--- src/rtl/insn_exec_pkg.sv ---
package insn_exec_pkg;

	// ==========================================================
	// Bus and storage geometry
	localparam int APB_ADDR_W = 12;
	localparam int APB_DATA_W = 32;
	localparam int RF_DEPTH   = 64;
	localparam int SFR_DEPTH  = 16;
	localparam int PM_ADDR_W  = 11;
	localparam int PM_DATA_W  = 14;

	// ==========================================================
	// Register offsets (byte addresses)
	localparam logic [APB_ADDR_W-1:0] OFF_CMD    = 12'h000;
	localparam logic [APB_ADDR_W-1:0] OFF_CTRL   = 12'h004;
	localparam logic [APB_ADDR_W-1:0] OFF_STATUS = 12'h008;
	localparam logic [APB_ADDR_W-1:0] OFF_WORK   = 12'h00C;
	localparam logic [APB_ADDR_W-1:0] OFF_TABLE_HIGH_POINTER   = 12'h010;
	localparam logic [APB_ADDR_W-1:0] OFF_TABLE_HIGH_DATA   = 12'h014;
	localparam logic [APB_ADDR_W-1:0] OFF_WDOG   = 12'h018;
	localparam logic [APB_ADDR_W-1:0] SFR_BASE   = 12'h040;
	localparam logic [APB_ADDR_W-1:0] RF_BASE    = 12'h100;

	// ==========================================================
	// Command register fields
	localparam int CMD_OP_LSB   = 0;
	localparam int CMD_OPND_LSB = 8;
	localparam int CMD_DEST_BIT = 15;
	localparam int CMD_IMM_LSB  = 16;

	localparam logic [2:0] OP_LOAD_SPAGE = 3'h0;
	localparam logic [2:0] OP_READ_SPAGE = 3'h1;
	localparam logic [2:0] OP_HALT       = 3'h2;
	localparam logic [2:0] OP_SUB_REG    = 3'h3;
	localparam logic [2:0] OP_SUB_IMM    = 3'h4;
	localparam logic [2:0] OP_SWAP       = 3'h5;
	localparam logic [2:0] OP_TABLE      = 3'h6;

	// ==========================================================
	// Control and status fields
	localparam int CTRL_WDT_EN = 0;
	localparam int CTRL_WAKE   = 1;

	localparam int ST_CARRY   = 0;
	localparam int ST_HALF    = 1;
	localparam int ST_ZERO    = 2;
	localparam int ST_PDOWN   = 3;
	localparam int ST_TIMEOUT = 4;
	localparam int ST_HALTED  = 5;
	localparam int ST_BUSY    = 6;

	localparam int WDOG_PRESC_LSB = 8;

	// ==========================================================
	// Reset values
	localparam logic [7:0] WORK_RST    = 8'h00;
	localparam logic [7:0] TABLE_HIGH_POINTER_RST    = 8'h00;
	localparam logic [5:0] TABLE_HIGH_DATA_RST    = 6'h00;
	localparam logic       TIMEOUT_RST = 1'b1;
	localparam logic       PDOWN_RST   = 1'b1;
	localparam logic       WDT_EN_RST  = 1'b0;

endpackage : insn_exec_pkg

--- src/rtl/insn_subset_exec.sv ---
// Chosen here: the address map and the APB slave port.
`timescale 1ns/100ps

// ==========================================================
// Instruction subset execution unit with APB command port
// Behaviour
// - S-page load copies working register into selected SPECIAL_FUNCTION_REG, one cycle, no flags
// - S-page read copies selected SPECIAL_FUNCTION_REG into working register, source unchanged
// - Halt clears watchdog counter and watchdog divider to zero
// - Halt sets timeout flag, clears powerdown flag, other flags untouched
// - After halt executes the device stops executing instructions
// - Register subtract: reg minus work, flags Z DC C, dest selects target
// - Carry clear on borrow, set when no borrow, also for zero result
// - Immediate subtract: imm minus work into work, flags Z DC C
// - Nibble swap exchanges halves, result to work or register by dest
// - Table read address is table pointer bits 2:0 above work; low byte to work
// - Table read puts word bits 13:8 into table high data; two cycles
module insn_subset_exec #(
	parameter int PRESC_W = 8,
	parameter int WDT_W   = 8
) (
	input  wire logic                                 clk,
	input  wire logic                                 srst,
	input  wire logic                                 psel,
	input  wire logic                                 penable,
	input  wire logic                                 pwrite,
	input  wire logic [insn_exec_pkg::APB_ADDR_W-1:0] paddr,
	input  wire logic [insn_exec_pkg::APB_DATA_W-1:0] pwdata,
	output logic      [insn_exec_pkg::APB_DATA_W-1:0] prdata,
	output logic                                      pready,
	output logic                                      pslverr,
	output logic      [insn_exec_pkg::PM_ADDR_W-1:0]  pmAddr,
	input  wire logic [insn_exec_pkg::PM_DATA_W-1:0]  pmData,
	output logic                                      haltMode
);
	import insn_exec_pkg::*;

	typedef enum logic [1:0] {ST_IDLE, ST_EXEC, ST_TABLE} state_e;

	state_e                   state, next_state;
	logic [7:0]               rf [RF_DEPTH];
	logic [7:0]               special_function_reg [SFR_DEPTH];
	logic [7:0]               work, next_work;
	logic [7:0]               table_high_pointer, next_table_high_pointer;
	logic [5:0]               table_high_data, next_table_high_data;
	logic                     zero, next_zero;
	logic                     halfCarry, next_halfCarry;
	logic                     carry, next_carry;
	logic                     timeout, next_timeout;
	logic                     powerdown, next_powerdown;
	logic                     halted, next_halted;
	logic                     wdtEn, next_wdtEn;
	logic [2:0]               curOp, next_curOp;
	logic [5:0]               curOperand, next_curOperand;
	logic                     curDest, next_curDest;
	logic [7:0]               curImm, next_curImm;
	logic [PM_ADDR_W-1:0]     next_pmAddr;
	logic [PRESC_W-1:0]       presc, next_presc;
	logic [WDT_W-1:0]         wdt, next_wdt;
	logic                     next_pready, next_pslverr;
	logic [APB_DATA_W-1:0]    next_prdata, rdMux;
	logic                     addrOk, apbWr, haltExec, wdtWrap, opLegal;
	logic                     rfWe, sfrWe;
	logic [5:0]               rfWaddr;
	logic [3:0]               sfrWaddr;
	logic [7:0]               rfWdata, sfrWdata;
	logic [7:0]               subA, aluDiff, swapOut;
	logic                     aluZero, aluHalf, aluCarry;

	// ==========================================================
	// Datapath
	assign subA = (curOp == OP_SUB_IMM) ? curImm : rf[curOperand];

	sub_swap_unit u_alu (
		.minuend    (subA),
		.subtrahend (work),
		.diff       (aluDiff),
		.zeroOut    (aluZero),
		.halfOut    (aluHalf),
		.carryOut   (aluCarry),
		.swapped    (swapOut)
	);

	// ==========================================================
	// APB slave: one wait state, so read data is sampled while the core is idle
	assign apbWr    = psel && penable && pwrite && pready && !pslverr;
	assign haltMode = halted;
	assign opLegal  = (pwdata[CMD_OP_LSB +: 3] <= OP_TABLE);

	always_comb begin
		rdMux  = '0;
		addrOk = 1'b1;
		if (paddr[1:0] != 2'h0) begin
			addrOk = 1'b0;
		end else if (paddr[11:6] == SFR_BASE[11:6]) begin
			rdMux[7:0] = special_function_reg[paddr[5:2]];
		end else if (paddr[11:8] == RF_BASE[11:8]) begin
			rdMux[7:0] = rf[paddr[7:2]];
		end else begin
			case (paddr)
				OFF_CMD: begin
					rdMux[CMD_OP_LSB +: 3]   = curOp;
					rdMux[CMD_OPND_LSB +: 6] = curOperand;
					rdMux[CMD_DEST_BIT]      = curDest;
					rdMux[CMD_IMM_LSB +: 8]  = curImm;
				end
				OFF_CTRL:   rdMux[CTRL_WDT_EN] = wdtEn;
				OFF_STATUS: begin
					rdMux[ST_CARRY]   = carry;
					rdMux[ST_HALF]    = halfCarry;
					rdMux[ST_ZERO]    = zero;
					rdMux[ST_PDOWN]   = powerdown;
					rdMux[ST_TIMEOUT] = timeout;
					rdMux[ST_HALTED]  = halted;
					rdMux[ST_BUSY]    = (state != ST_IDLE);
				end
				OFF_WORK:   rdMux[7:0] = work;
				OFF_TABLE_HIGH_POINTER:   rdMux[7:0] = table_high_pointer;
				OFF_TABLE_HIGH_DATA:   rdMux[5:0] = table_high_data;
				OFF_WDOG: begin
					rdMux[WDT_W-1:0]                   = wdt;
					rdMux[WDOG_PRESC_LSB +: PRESC_W] = presc;
				end
				default:    addrOk = 1'b0;
			endcase
		end
	end

	// Access completes only from idle; a busy core stretches the access phase
	always_comb begin
		next_pready  = 1'b0;
		next_pslverr = 1'b0;
		next_prdata  = prdata;
		if (psel && penable && !pready && state == ST_IDLE) begin
			next_pready  = 1'b1;
			next_pslverr = !addrOk;
			next_prdata  = rdMux;
		end
	end

	always_ff @(posedge clk) begin
		if (srst) begin
			pready  <= 1'b0;
			pslverr <= 1'b0;
			prdata  <= '0;
		end else begin
			pready  <= next_pready;
			pslverr <= next_pslverr;
			prdata  <= next_prdata;
		end
	end

	// ==========================================================
	// Watchdog counter and divider
	assign wdtWrap = wdtEn && (presc == '1) && (wdt == '1);

	always_comb begin
		next_presc = presc;
		next_wdt   = wdt;
		if (haltExec) begin
			next_presc = '0;
			next_wdt   = '0;
		end else if (wdtEn) begin
			next_presc = PRESC_W'(presc + 1'b1);
			if (presc == '1) begin
				next_wdt = WDT_W'(wdt + 1'b1);
			end
		end
	end

	always_ff @(posedge clk) begin
		if (srst) begin
			presc <= '0;
			wdt   <= '0;
		end else begin
			presc <= next_presc;
			wdt   <= next_wdt;
		end
	end

	// ==========================================================
	// Instruction sequencer
	always_comb begin
		next_state      = state;
		next_work       = work;
		next_table_high_pointer       = table_high_pointer;
		next_table_high_data       = table_high_data;
		next_zero       = zero;
		next_halfCarry  = halfCarry;
		next_carry      = carry;
		next_timeout    = timeout;
		next_powerdown  = powerdown;
		next_halted     = halted;
		next_wdtEn      = wdtEn;
		next_curOp      = curOp;
		next_curOperand = curOperand;
		next_curDest    = curDest;
		next_curImm     = curImm;
		next_pmAddr     = pmAddr;
		haltExec        = 1'b0;
		rfWe            = 1'b0;
		rfWaddr         = paddr[7:2];
		rfWdata         = pwdata[7:0];
		sfrWe           = 1'b0;
		sfrWaddr        = paddr[5:2];
		sfrWdata        = pwdata[7:0];
		unique case (state)
			ST_IDLE: begin
				if (apbWr && paddr[11:6] == SFR_BASE[11:6]) begin
					sfrWe = 1'b1;
				end
				if (apbWr && paddr[11:8] == RF_BASE[11:8]) begin
					rfWe = 1'b1;
				end
				if (apbWr && paddr == OFF_WORK) begin
					next_work = pwdata[7:0];
				end
				if (apbWr && paddr == OFF_TABLE_HIGH_POINTER) begin
					next_table_high_pointer = pwdata[7:0];
				end
				if (apbWr && paddr == OFF_CTRL) begin
					next_wdtEn = pwdata[CTRL_WDT_EN];
					if (pwdata[CTRL_WAKE]) begin
						next_halted = 1'b0;
					end
				end
				// A halted core ignores commands until woken
				if (apbWr && paddr == OFF_CMD && !halted && opLegal) begin
					next_curOp      = pwdata[CMD_OP_LSB +: 3];
					next_curOperand = pwdata[CMD_OPND_LSB +: 6];
					next_curDest    = pwdata[CMD_DEST_BIT];
					next_curImm     = pwdata[CMD_IMM_LSB +: 8];
					next_pmAddr     = {table_high_pointer[2:0], work};
					next_state      = ST_EXEC;
				end
			end
			ST_EXEC: begin
				next_state = ST_IDLE;
				rfWaddr    = curOperand;
				sfrWaddr   = curOperand[3:0];
				sfrWdata   = work;
				unique case (curOp)
					OP_LOAD_SPAGE: sfrWe = 1'b1;
					OP_READ_SPAGE: next_work = special_function_reg[curOperand[3:0]];
					OP_HALT: begin
						haltExec       = 1'b1;
						next_timeout   = 1'b1;
						next_powerdown = 1'b0;
						next_halted    = 1'b1;
					end
					OP_SUB_REG, OP_SUB_IMM: begin
						next_zero      = aluZero;
						next_halfCarry = aluHalf;
						next_carry     = aluCarry;
						rfWdata        = aluDiff;
						if (curDest && curOp == OP_SUB_REG) begin
							rfWe = 1'b1;
						end else begin
							next_work = aluDiff;
						end
					end
					OP_SWAP: begin
						rfWdata = swapOut;
						if (curDest) begin
							rfWe = 1'b1;
						end else begin
							next_work = swapOut;
						end
					end
					default: next_state = ST_TABLE;
				endcase
			end
			ST_TABLE: begin
				next_work  = pmData[7:0];
				next_table_high_data  = pmData[13:8];
				next_state = ST_IDLE;
			end
		endcase
		// Watchdog expiry wakes the core and marks a timeout; a halt in the same cycle wins
		if (wdtWrap && !haltExec) begin
			next_timeout = 1'b0;
			next_halted  = 1'b0;
		end
	end

	always_ff @(posedge clk) begin
		if (srst) begin
			state      <= ST_IDLE;
			work       <= WORK_RST;
			table_high_pointer       <= TABLE_HIGH_POINTER_RST;
			table_high_data       <= TABLE_HIGH_DATA_RST;
			zero       <= 1'b0;
			halfCarry  <= 1'b0;
			carry      <= 1'b0;
			timeout    <= TIMEOUT_RST;
			powerdown  <= PDOWN_RST;
			halted     <= 1'b0;
			wdtEn      <= WDT_EN_RST;
			curOp      <= OP_LOAD_SPAGE;
			curOperand <= '0;
			curDest    <= 1'b0;
			curImm     <= 8'h00;
			pmAddr     <= '0;
		end else begin
			state      <= next_state;
			work       <= next_work;
			table_high_pointer       <= next_table_high_pointer;
			table_high_data       <= next_table_high_data;
			zero       <= next_zero;
			halfCarry  <= next_halfCarry;
			carry      <= next_carry;
			timeout    <= next_timeout;
			powerdown  <= next_powerdown;
			halted     <= next_halted;
			wdtEn      <= next_wdtEn;
			curOp      <= next_curOp;
			curOperand <= next_curOperand;
			curDest    <= next_curDest;
			curImm     <= next_curImm;
			pmAddr     <= next_pmAddr;
		end
	end

	// Storage arrays carry no reset, as in a real register file
	always_ff @(posedge clk) begin
		if (rfWe) begin
			rf[rfWaddr] <= rfWdata;
		end
		if (sfrWe) begin
			special_function_reg[sfrWaddr] <= sfrWdata;
		end
	end

	logic execNow;
	assign execNow = (state == ST_EXEC);
endmodule : insn_subset_exec

--- src/rtl/sub_swap_unit.sv ---
`timescale 1ns/100ps

// ==========================================================
// Subtract and nibble swap datapath
module sub_swap_unit (
	input  wire logic [7:0] minuend,
	input  wire logic [7:0] subtrahend,
	output logic      [7:0] diff,
	output logic            zeroOut,
	output logic            halfOut,
	output logic            carryOut,
	output logic      [7:0] swapped
);
	logic [8:0] fullSum;
	logic [4:0] lowSum;

	// Two's complement add of the inverted subtrahend; carry out means no borrow
	always_comb begin
		fullSum  = 9'({1'b0, minuend} + {1'b0, ~subtrahend} + 9'h001);
		lowSum   = 5'({1'b0, minuend[3:0]} + {1'b0, ~subtrahend[3:0]} + 5'h01);
		diff     = fullSum[7:0];
		zeroOut  = (fullSum[7:0] == 8'h00);
		carryOut = fullSum[8];
		halfOut  = lowSum[4];
		swapped  = {minuend[3:0], minuend[7:4]};
	end

endmodule : sub_swap_unit

--- config.mk ---
export PLATFORM = sky130hd
export DESIGN_NAME = insn_subset_exec
export DESIGN_NICKNAME = d
export VERILOG_FILES = /design/src/rtl/insn_exec_pkg.sv /design/src/rtl/insn_subset_exec.sv /design/src/rtl/sub_swap_unit.sv
export SDC_FILE = /design/constraint.sdc
export NUM_CORES = 1
export LEC_CHECK = 0
export ABC_CLOCK_PERIOD_IN_PS = 13000
export BUFFER_PORTS_ARGS = -buffer_cell sky130_fd_sc_hd__buf_2
export CORE_MARGIN = 2
export CORE_UTILIZATION = 40
export DETAILED_ROUTE_END_ITERATION = 7
export GPL_ROUTABILITY_DRIVEN = 0
export PLACE_DENSITY = 0.56
export SYNTH_ARGS = -nofsm -noshare
export SYNTH_HDL_FRONTEND = slang
export SYNTH_SLANG_ARGS = --single-unit
export TNS_END_PERCENT = 10
--- constraint.sdc ---
create_clock -name clk -period 13 [get_ports clk]
set_clock_uncertainty 0.2 [all_clocks]
set_input_delay 2.6 -clock clk [delete_from_list [all_inputs] [get_ports clk]]
set_output_delay 2.6 -clock clk [all_outputs]
set_load 0.05 [all_outputs]
==> results.sh, run 1 <==
export IMPL_outcome="finished clean"
export IMPL_diodes=0
export IMPL_reg2reg_depth=14
export IMPL_routedWlPerCell_um=31.5
export IMPL_postSynthCellCount=2172
export IMPL_grt_overflow=0
export IMPL_largest_reg_flops=512
export IMPL_clk_pin_slew_ns=0.06
export IMPL_netlist_top_cell_by_area="edfxtp_1"
export IMPL_num_vias=21700
export IMPL_start_util_pct=40.4
export IMPL_r2r_end="rf[34][6]"
export IMPL_cts_buffer_depth=3
export IMPL_synth_edf_count=640
export IMPL_fin_nets=2314
export IMPL_die_w_um=302
export IMPL_firstDrtPassIters=5
export IMPL_synthFlopType="edfxtp_1"
export IMPL_swShare_pct=22.6
export IMPL_die_area_um2=91400
export IMPL_max_slew_margin_rel_pct=11.2
export IMPL_slew_violations=0
export IMPL_synth_async_reset_ratio_pct=0
export IMPL_p_leak_nw=12.4
export IMPL_area_growth_pct=11.4
export IMPL_setup_viol=0
export IMPL_critPathLaunchType="flop"
export IMPL_tightest_slew_ns=1.33
export IMPL_drive_above_1_share_pct=27.7
export IMPL_fillers=7589
export IMPL_h_tree_depth=3
export IMPL_drc=0
export IMPL_grt_usage_pct=23.8
export IMPL_r2r_slack_ns=5.69
export IMPL_post_cts_resized=0
export IMPL_ys_seq_elements=748
export IMPL_yosysSeqAreaShare_pct=60.0
export IMPL_period_needed_ns=7.31
export IMPL_holdPathEnd="pmAddr[3]"
export IMPL_ant_nets=0
export IMPL_max_freq_mhz=137
export IMPL_clkLatencyLatePin_ns=0.64
export IMPL_power_switching_mw=1.17
export IMPL_yosysWarnings=0
export IMPL_grt_pass1_wl_mm=155
export IMPL_min_delay_start="pmAddr[3]"
export IMPL_numCtsBuffers=83
export IMPL_vdd_drop_max_mv=0.0914
export IMPL_synth_cell_type_count=80
export IMPL_seqPwrFrac_pct=50.8
export IMPL_cts_root_buf="clkbuf_16"
export IMPL_cts_sinks=748
export IMPL_synthTopCellsByArea="edfxtp_1 (54%), mux4_2 (22%), dfxtp_1 (6.1%)"
export IMPL_cts_tree="done"
export IMPL_die_h_um=302
export IMPL_cts_setup_buffers=0
export IMPL_cap_violations=0
export IMPL_grt_start_max_net_pins=98
export IMPL_min_period_over_period_pct=56.2
export IMPL_hpwl_mm=72.8
export IMPL_crit_arrival_ns=7.35
export IMPL_ctsHoldBuffers=0
export IMPL_syn_area_um2=35600
export IMPL_io_pins=109
export IMPL_p_int_mw=4.00
export IMPL_hold_violations=0
export IMPL_placementRows=109
export IMPL_post_route_util_pct=45.0
export IMPL_antenna_found_initial=2
export IMPL_crit_type="flop to flop"
export IMPL_hold_class="flop to flop"
export IMPL_yosysTopAreaCellShare_pct=54.0
export IMPL_core_area_um2=88200
export IMPL_tns_ns=0
export IMPL_avgSynthCellArea_um2=16.4
export IMPL_clock_power_share_pct=43.6
export IMPL_ff_latch_area_um2=21400
export IMPL_finalWirelength_mm=109
export IMPL_port_buffers=91
export IMPL_multi_input_comb_area_um2=13300
export IMPL_p_comb_share_pct=5.6
export IMPL_vias_per_cell=6.27
export IMPL_worstHoldPathCells=2
export IMPL_grt_pass1_vias=21600
export IMPL_power_density_nw_per_um2=130
export IMPL_cp_end_kind="flop"
export IMPL_rsz0062_at_grt="false"
export IMPL_drtIter0Drc=2873
export IMPL_path_max_fanout=95
export IMPL_crit_required_ns=13.04
## how the worst max path moves through the flow
stage / start / to / slack, ns / cells past startpoint
6_report: flop / rf[34][6] / 5.69 / 14
5_1_grt: flop / rf[33][6] / 5.31 / 14
4_1_cts: flop / rf[41][6] / 5.65 / 14
3_5_place_dp: flop / rf[41][6] / 5.66 / 14
3_3_place_gp: paddr[2] / prdata[0] / 5.72 / 9
2_1_floorplan: paddr[2] / rf[17][0] / 7.80 / 9
## stage by stage
stage | hold WS, ns | area [um^2] | setup WS, ns | power [mW] | instances
after CTS | 0.249 | 39700 | 5.65 | 5.19 | 3468
after global placement | 0.238 | 37100 | 5.72 | 2.95 | 3317
final | 0.248 | 39700 | 5.69 | 5.17 | 3468
after floorplan | 0.226 | 35600 | 7.80 | 2.85 | 2179
after detailed placement | 0.242 | 37100 | 5.66 | 2.96 | 3317
after global routing | 0.275 | 39700 | 5.31 | 5.31 | 3468
## cells in the mapped netlist, drive strengths merged (4+ instances only)
cell type,count
nor4,4
nand3b,5
nor2b,6
a211oi,10
nand3,32
and3,7
mux4,352
a41oi,4
a22o,6
a22oi,46
or4,4
a21o,7
o211ai,12
mux2i,79
inv,28
nor2,160
ha,13
nand2b,11
mux2,19
a21oi,78
a221oi,6
clkbuf,57
a31oi,9
nand4,21
xor2,12
o22ai,9
buf,107
a221o,5
nand2,198
dfxtp,108
xnor2,6
o21ai,31
o221ai,4
nor3,20
edfxtp,640
o32ai,5
## cell families (layout without fill, tap and decap cells)
| family | count (synthesis) | in the layout | synth area share, % |
|---|---|---|---|
| xor+xnor | 18 | 18 | 0.443 |
| mux | 450 | 450 | 25.2 |
| flops | 748 | 748 | 60.0 |
| simple gates | 488 | 488 | 6.09 |
| buf+inv | 194 | 318 | 2.77 |
| other cells | 1 | 8 | 0.0105 |
| fa+ha+maj | 14 | 14 | 0.513 |
| compound gates | 259 | 259 | 4.94 |
## layer usage
metal | track usage [%] | routed length [um] | up-vias
met4 | 9.04 | 4270 | 0
met3 | 4.52 | 9270 | 211
met1 | 32.4 | 43700 | 11400
met5 | 0 | 0 | -
met2 | 38.1 | 52100 | 1106
li1 | - | - | 8992
## final cells by class
| cell class | instances | share of cell area, % |
|---|---|---|
| well taps | 1165 | 3.67 |
| repair buffers | 137 | 2.13 |
| clock inverters | 40 | 0.789 |
| multi-input cells | 1237 | 33.5 |
| flip-flops and latches | 748 | 53.9 |
| clock buffers | 111 | 5.69 |
| inverters | 30 | 0.284 |
## placed cells by master (no fill, tap or decap), drive strengths merged, types with 7 or more instances in the layout
cell type and n:
a211oi 10, a21o 7, a21oi 78, a22oi 46, a31oi 9, and3 7, buf 137, clkbuf 111
clkinv 31, conb 8, dfxtp 108, edfxtp 640, ha 13, inv 32, mux2 19, mux2i 79
mux4 352, nand2 198, nand2b 11, nand3 32, nand4 21, nor2 160, nor3 20, o211ai 12
o21ai 31, o22ai 9, xor2 12
## power by group through the flow
stage               sequential (mW)  combinational [mW]  clock (mW)
floorplan                      2.67               0.184           0
global placement               2.67               0.281           0
detailed placement             2.67               0.286           0
CTS                            2.62               0.286        2.29
global route                   2.62               0.302        2.38
finish                         2.62               0.289        2.25
## critical path: stages, from the launching register on
cell      delay (ns)
dfxtp_4         0.88
buf_12          0.64
clkinv_1        0.66
mux2i_1         0.56
o21ai_0         0.25
nor4_2          0.67
a21oi_1         0.17
ha_1            0.35
a21o_1          0.19
a21oi_1         0.28
o21ai_0         0.15
a21oi_1         0.23
xor2_1          0.12
o22ai_1         0.37
a21o_2          0.92
Power figures use the tool's default switching activity.
==> inputs of run 2 (changes only) <==
--- a/config.mk
+++ b/config.mk
@@ -5,7 +5,7 @@
 export SDC_FILE = /design/constraint.sdc
 export NUM_CORES = 1
 export LEC_CHECK = 0
-export ABC_CLOCK_PERIOD_IN_PS = 13000
+export ABC_CLOCK_PERIOD_IN_PS = 7300
 export BUFFER_PORTS_ARGS = -buffer_cell sky130_fd_sc_hd__buf_2
 export CORE_MARGIN = 2
 export CORE_UTILIZATION = 40
==> constraint.sdc (replaced) <==
create_clock -name clk -period 7.3 [get_ports clk]
set_clock_uncertainty 0.2 [all_clocks]
set_input_delay 1.46 -clock clk [delete_from_list [all_inputs] [get_ports clk]]
set_output_delay 1.46 -clock clk [all_outputs]
set_load 0.05 [all_outputs]
==> results.sh, run 2 (synthesis gave the netlist of run 1 again) <==
export IMPL_port_buffers=91
export IMPL_vdd_drop_max_mv=0.164
export IMPL_grt_pass1_wl_mm=157
export IMPL_hold_violations=0
export IMPL_grt_overflow=0
export IMPL_dpl_cell_area_um2=37300
export IMPL_min_period_over_period_pct=86.8
export IMPL_layout_common_cells="edfxtp_1 (640), mux4_2 (341), nand2_1 (194)"
export IMPL_die_h_um=302
export IMPL_cts_sinks=748
export IMPL_largest_reg_flops=512
export IMPL_hpwl_mm=74.6
export IMPL_area_growth_pct=12.1
export IMPL_die_area_um2=91400
export IMPL_placementRows=109
export IMPL_crit_arrival_ns=6.44
export IMPL_grt_use_met3_pct=4.11
export IMPL_core_area_um2=88200
export IMPL_vias_per_cell=6.34
export IMPL_busiest_layer="met2"
export IMPL_outcome="finished clean"
export IMPL_setup_viol=0
export IMPL_clkLatencyLatePin_ns=0.66
export IMPL_start_util_pct=40.4
export IMPL_path_max_fanout=33
export IMPL_post_cts_resized=0
export IMPL_grt_usage_pct=24.2
export IMPL_period_needed_ns=6.33
export IMPL_tns_ns=0
export IMPL_grt_pass1_vias=21800
export IMPL_die_w_um=302
export IMPL_slew_violations=0
export IMPL_cts_tree="done"
export IMPL_critPathLaunchType="flop"
export IMPL_power_density_nw_per_um2=233
export IMPL_fin_nets=2329
export IMPL_cts_setup_buffers=0
export IMPL_antenna_found_initial=7
export IMPL_hold_class="flop to flop"
export IMPL_finalWirelength_mm=110
export IMPL_fin_area_um2=39900
export IMPL_layout_commonest_cell="edfxtp_1"
export IMPL_io_pins=109
export IMPL_cp_end_kind="flop"
export IMPL_max_slew_margin_rel_pct=20.0
export IMPL_max_freq_mhz=158
export IMPL_rsz0062_at_grt="false"
export IMPL_gr_usage_met1_pct=33.8
export IMPL_clk_pin_slew_ns=0.06
export IMPL_crit_type="flop to flop"
export IMPL_drc=0
export IMPL_grt_use_met2_pct=38.0
export IMPL_num_vias=22100
export IMPL_drive_above_1_share_pct=28.2
export IMPL_ctsHoldBuffers=0
export IMPL_cts_buffer_depth=3
export IMPL_cts_root_buf="clkbuf_16"
export IMPL_ant_nets=0
export IMPL_numCtsBuffers=81
export IMPL_h_tree_depth=3
export IMPL_cap_violations=0
export IMPL_tightest_slew_ns=1.19
export IMPL_crit_required_ns=7.41
export IMPL_drtIter0Drc=2955
export IMPL_grt_start_max_net_pins=75
export IMPL_firstDrtPassIters=6
export IMPL_p_leak_nw=12.6
export IMPL_routedWlPerCell_um=31.7
==> run 2: cell types whose count changed in the layout (fill, tap and decap cells not counted), sizes merged <==
cell	previous run	this run
buf	137	154
bufinv	3	6
clkbuf	111	113
clkinv	31	25
diode	0	2
inv	32	33
==> run 2: cell type report <==
| type | count | area [um^2] |
|---|---|---|
| antenna | 2 | 5.00 |
| inverter | 30 | 113 |
| multi-input combinational | 1237 | 13300 |
| timing repair buffer | 154 | 1010 |
| fill | 7535 | 48300 |
| clock inverter | 38 | 415 |
| clock buffer | 113 | 2230 |
| tap | 1165 | 1460 |
| sequential | 748 | 21400 |
==> run 2: final timing paths <==
check             startpoint        to  slack [ns]  depth (start not counted)
hold reg to reg      timeout   timeout        0.25                          1
setup / recovery        flop  rf[5][6]        0.97                         18
setup reg to reg        flop  rf[5][6]        0.97                         18
hold / removal       timeout   timeout        0.25                          1
==> run 2: worst max-delay path: stages (launching register included) <==
cell and delay, ns:
dfxtp_4 0.88, buf_4 0.61, mux4_1 0.65, mux2i_1 0.34, mux2_2 0.26, mux4_2 0.32, nand2_1 0.07, o21ai_0 0.10
ha_1 0.20, inv_1 0.06, fa_1 0.44, a21o_1 0.18, a21oi_1 0.30, o21ai_0 0.15, a21oi_1 0.25, xor2_1 0.22
o22ai_1 0.15, a21o_2 0.26, buf_4 0.24
==> run 2: routing by layer <==
metal / share of wire (%) / wire length (um) / vias to the layer above
met3: 9.0 / 9940 / 225
li1: - / - / 9025
met1: 40 / 44200 / 11600
met2: 47 / 51800 / 1252
met5: 0.0072 / 8 / -
met4: 4.1 / 4510 / 2
==> run 2: power breakdown <==
part	internal [mW]	switching, mW	leakage [nW]
Combinational	0.182	0.345	4.66
Clock	2.37	1.75	1.28
Sequential	4.66	0.0141	6.63
==> run 2: metrics by stage <==
stage	hold WS, ns	power, mW	utilization, %	setup WS, ns	instances
floorplan	0.226	5.08	-	2.46	2179
global placement	0.239	5.27	42.2	1.21	3334
detailed placement	0.241	5.28	42.2	1.08	3334
CTS	0.254	9.36	45.2	1.01	3485
global route	0.275	9.55	45.2	0.598	3486
finish	0.249	9.32	45.2	0.965	3487
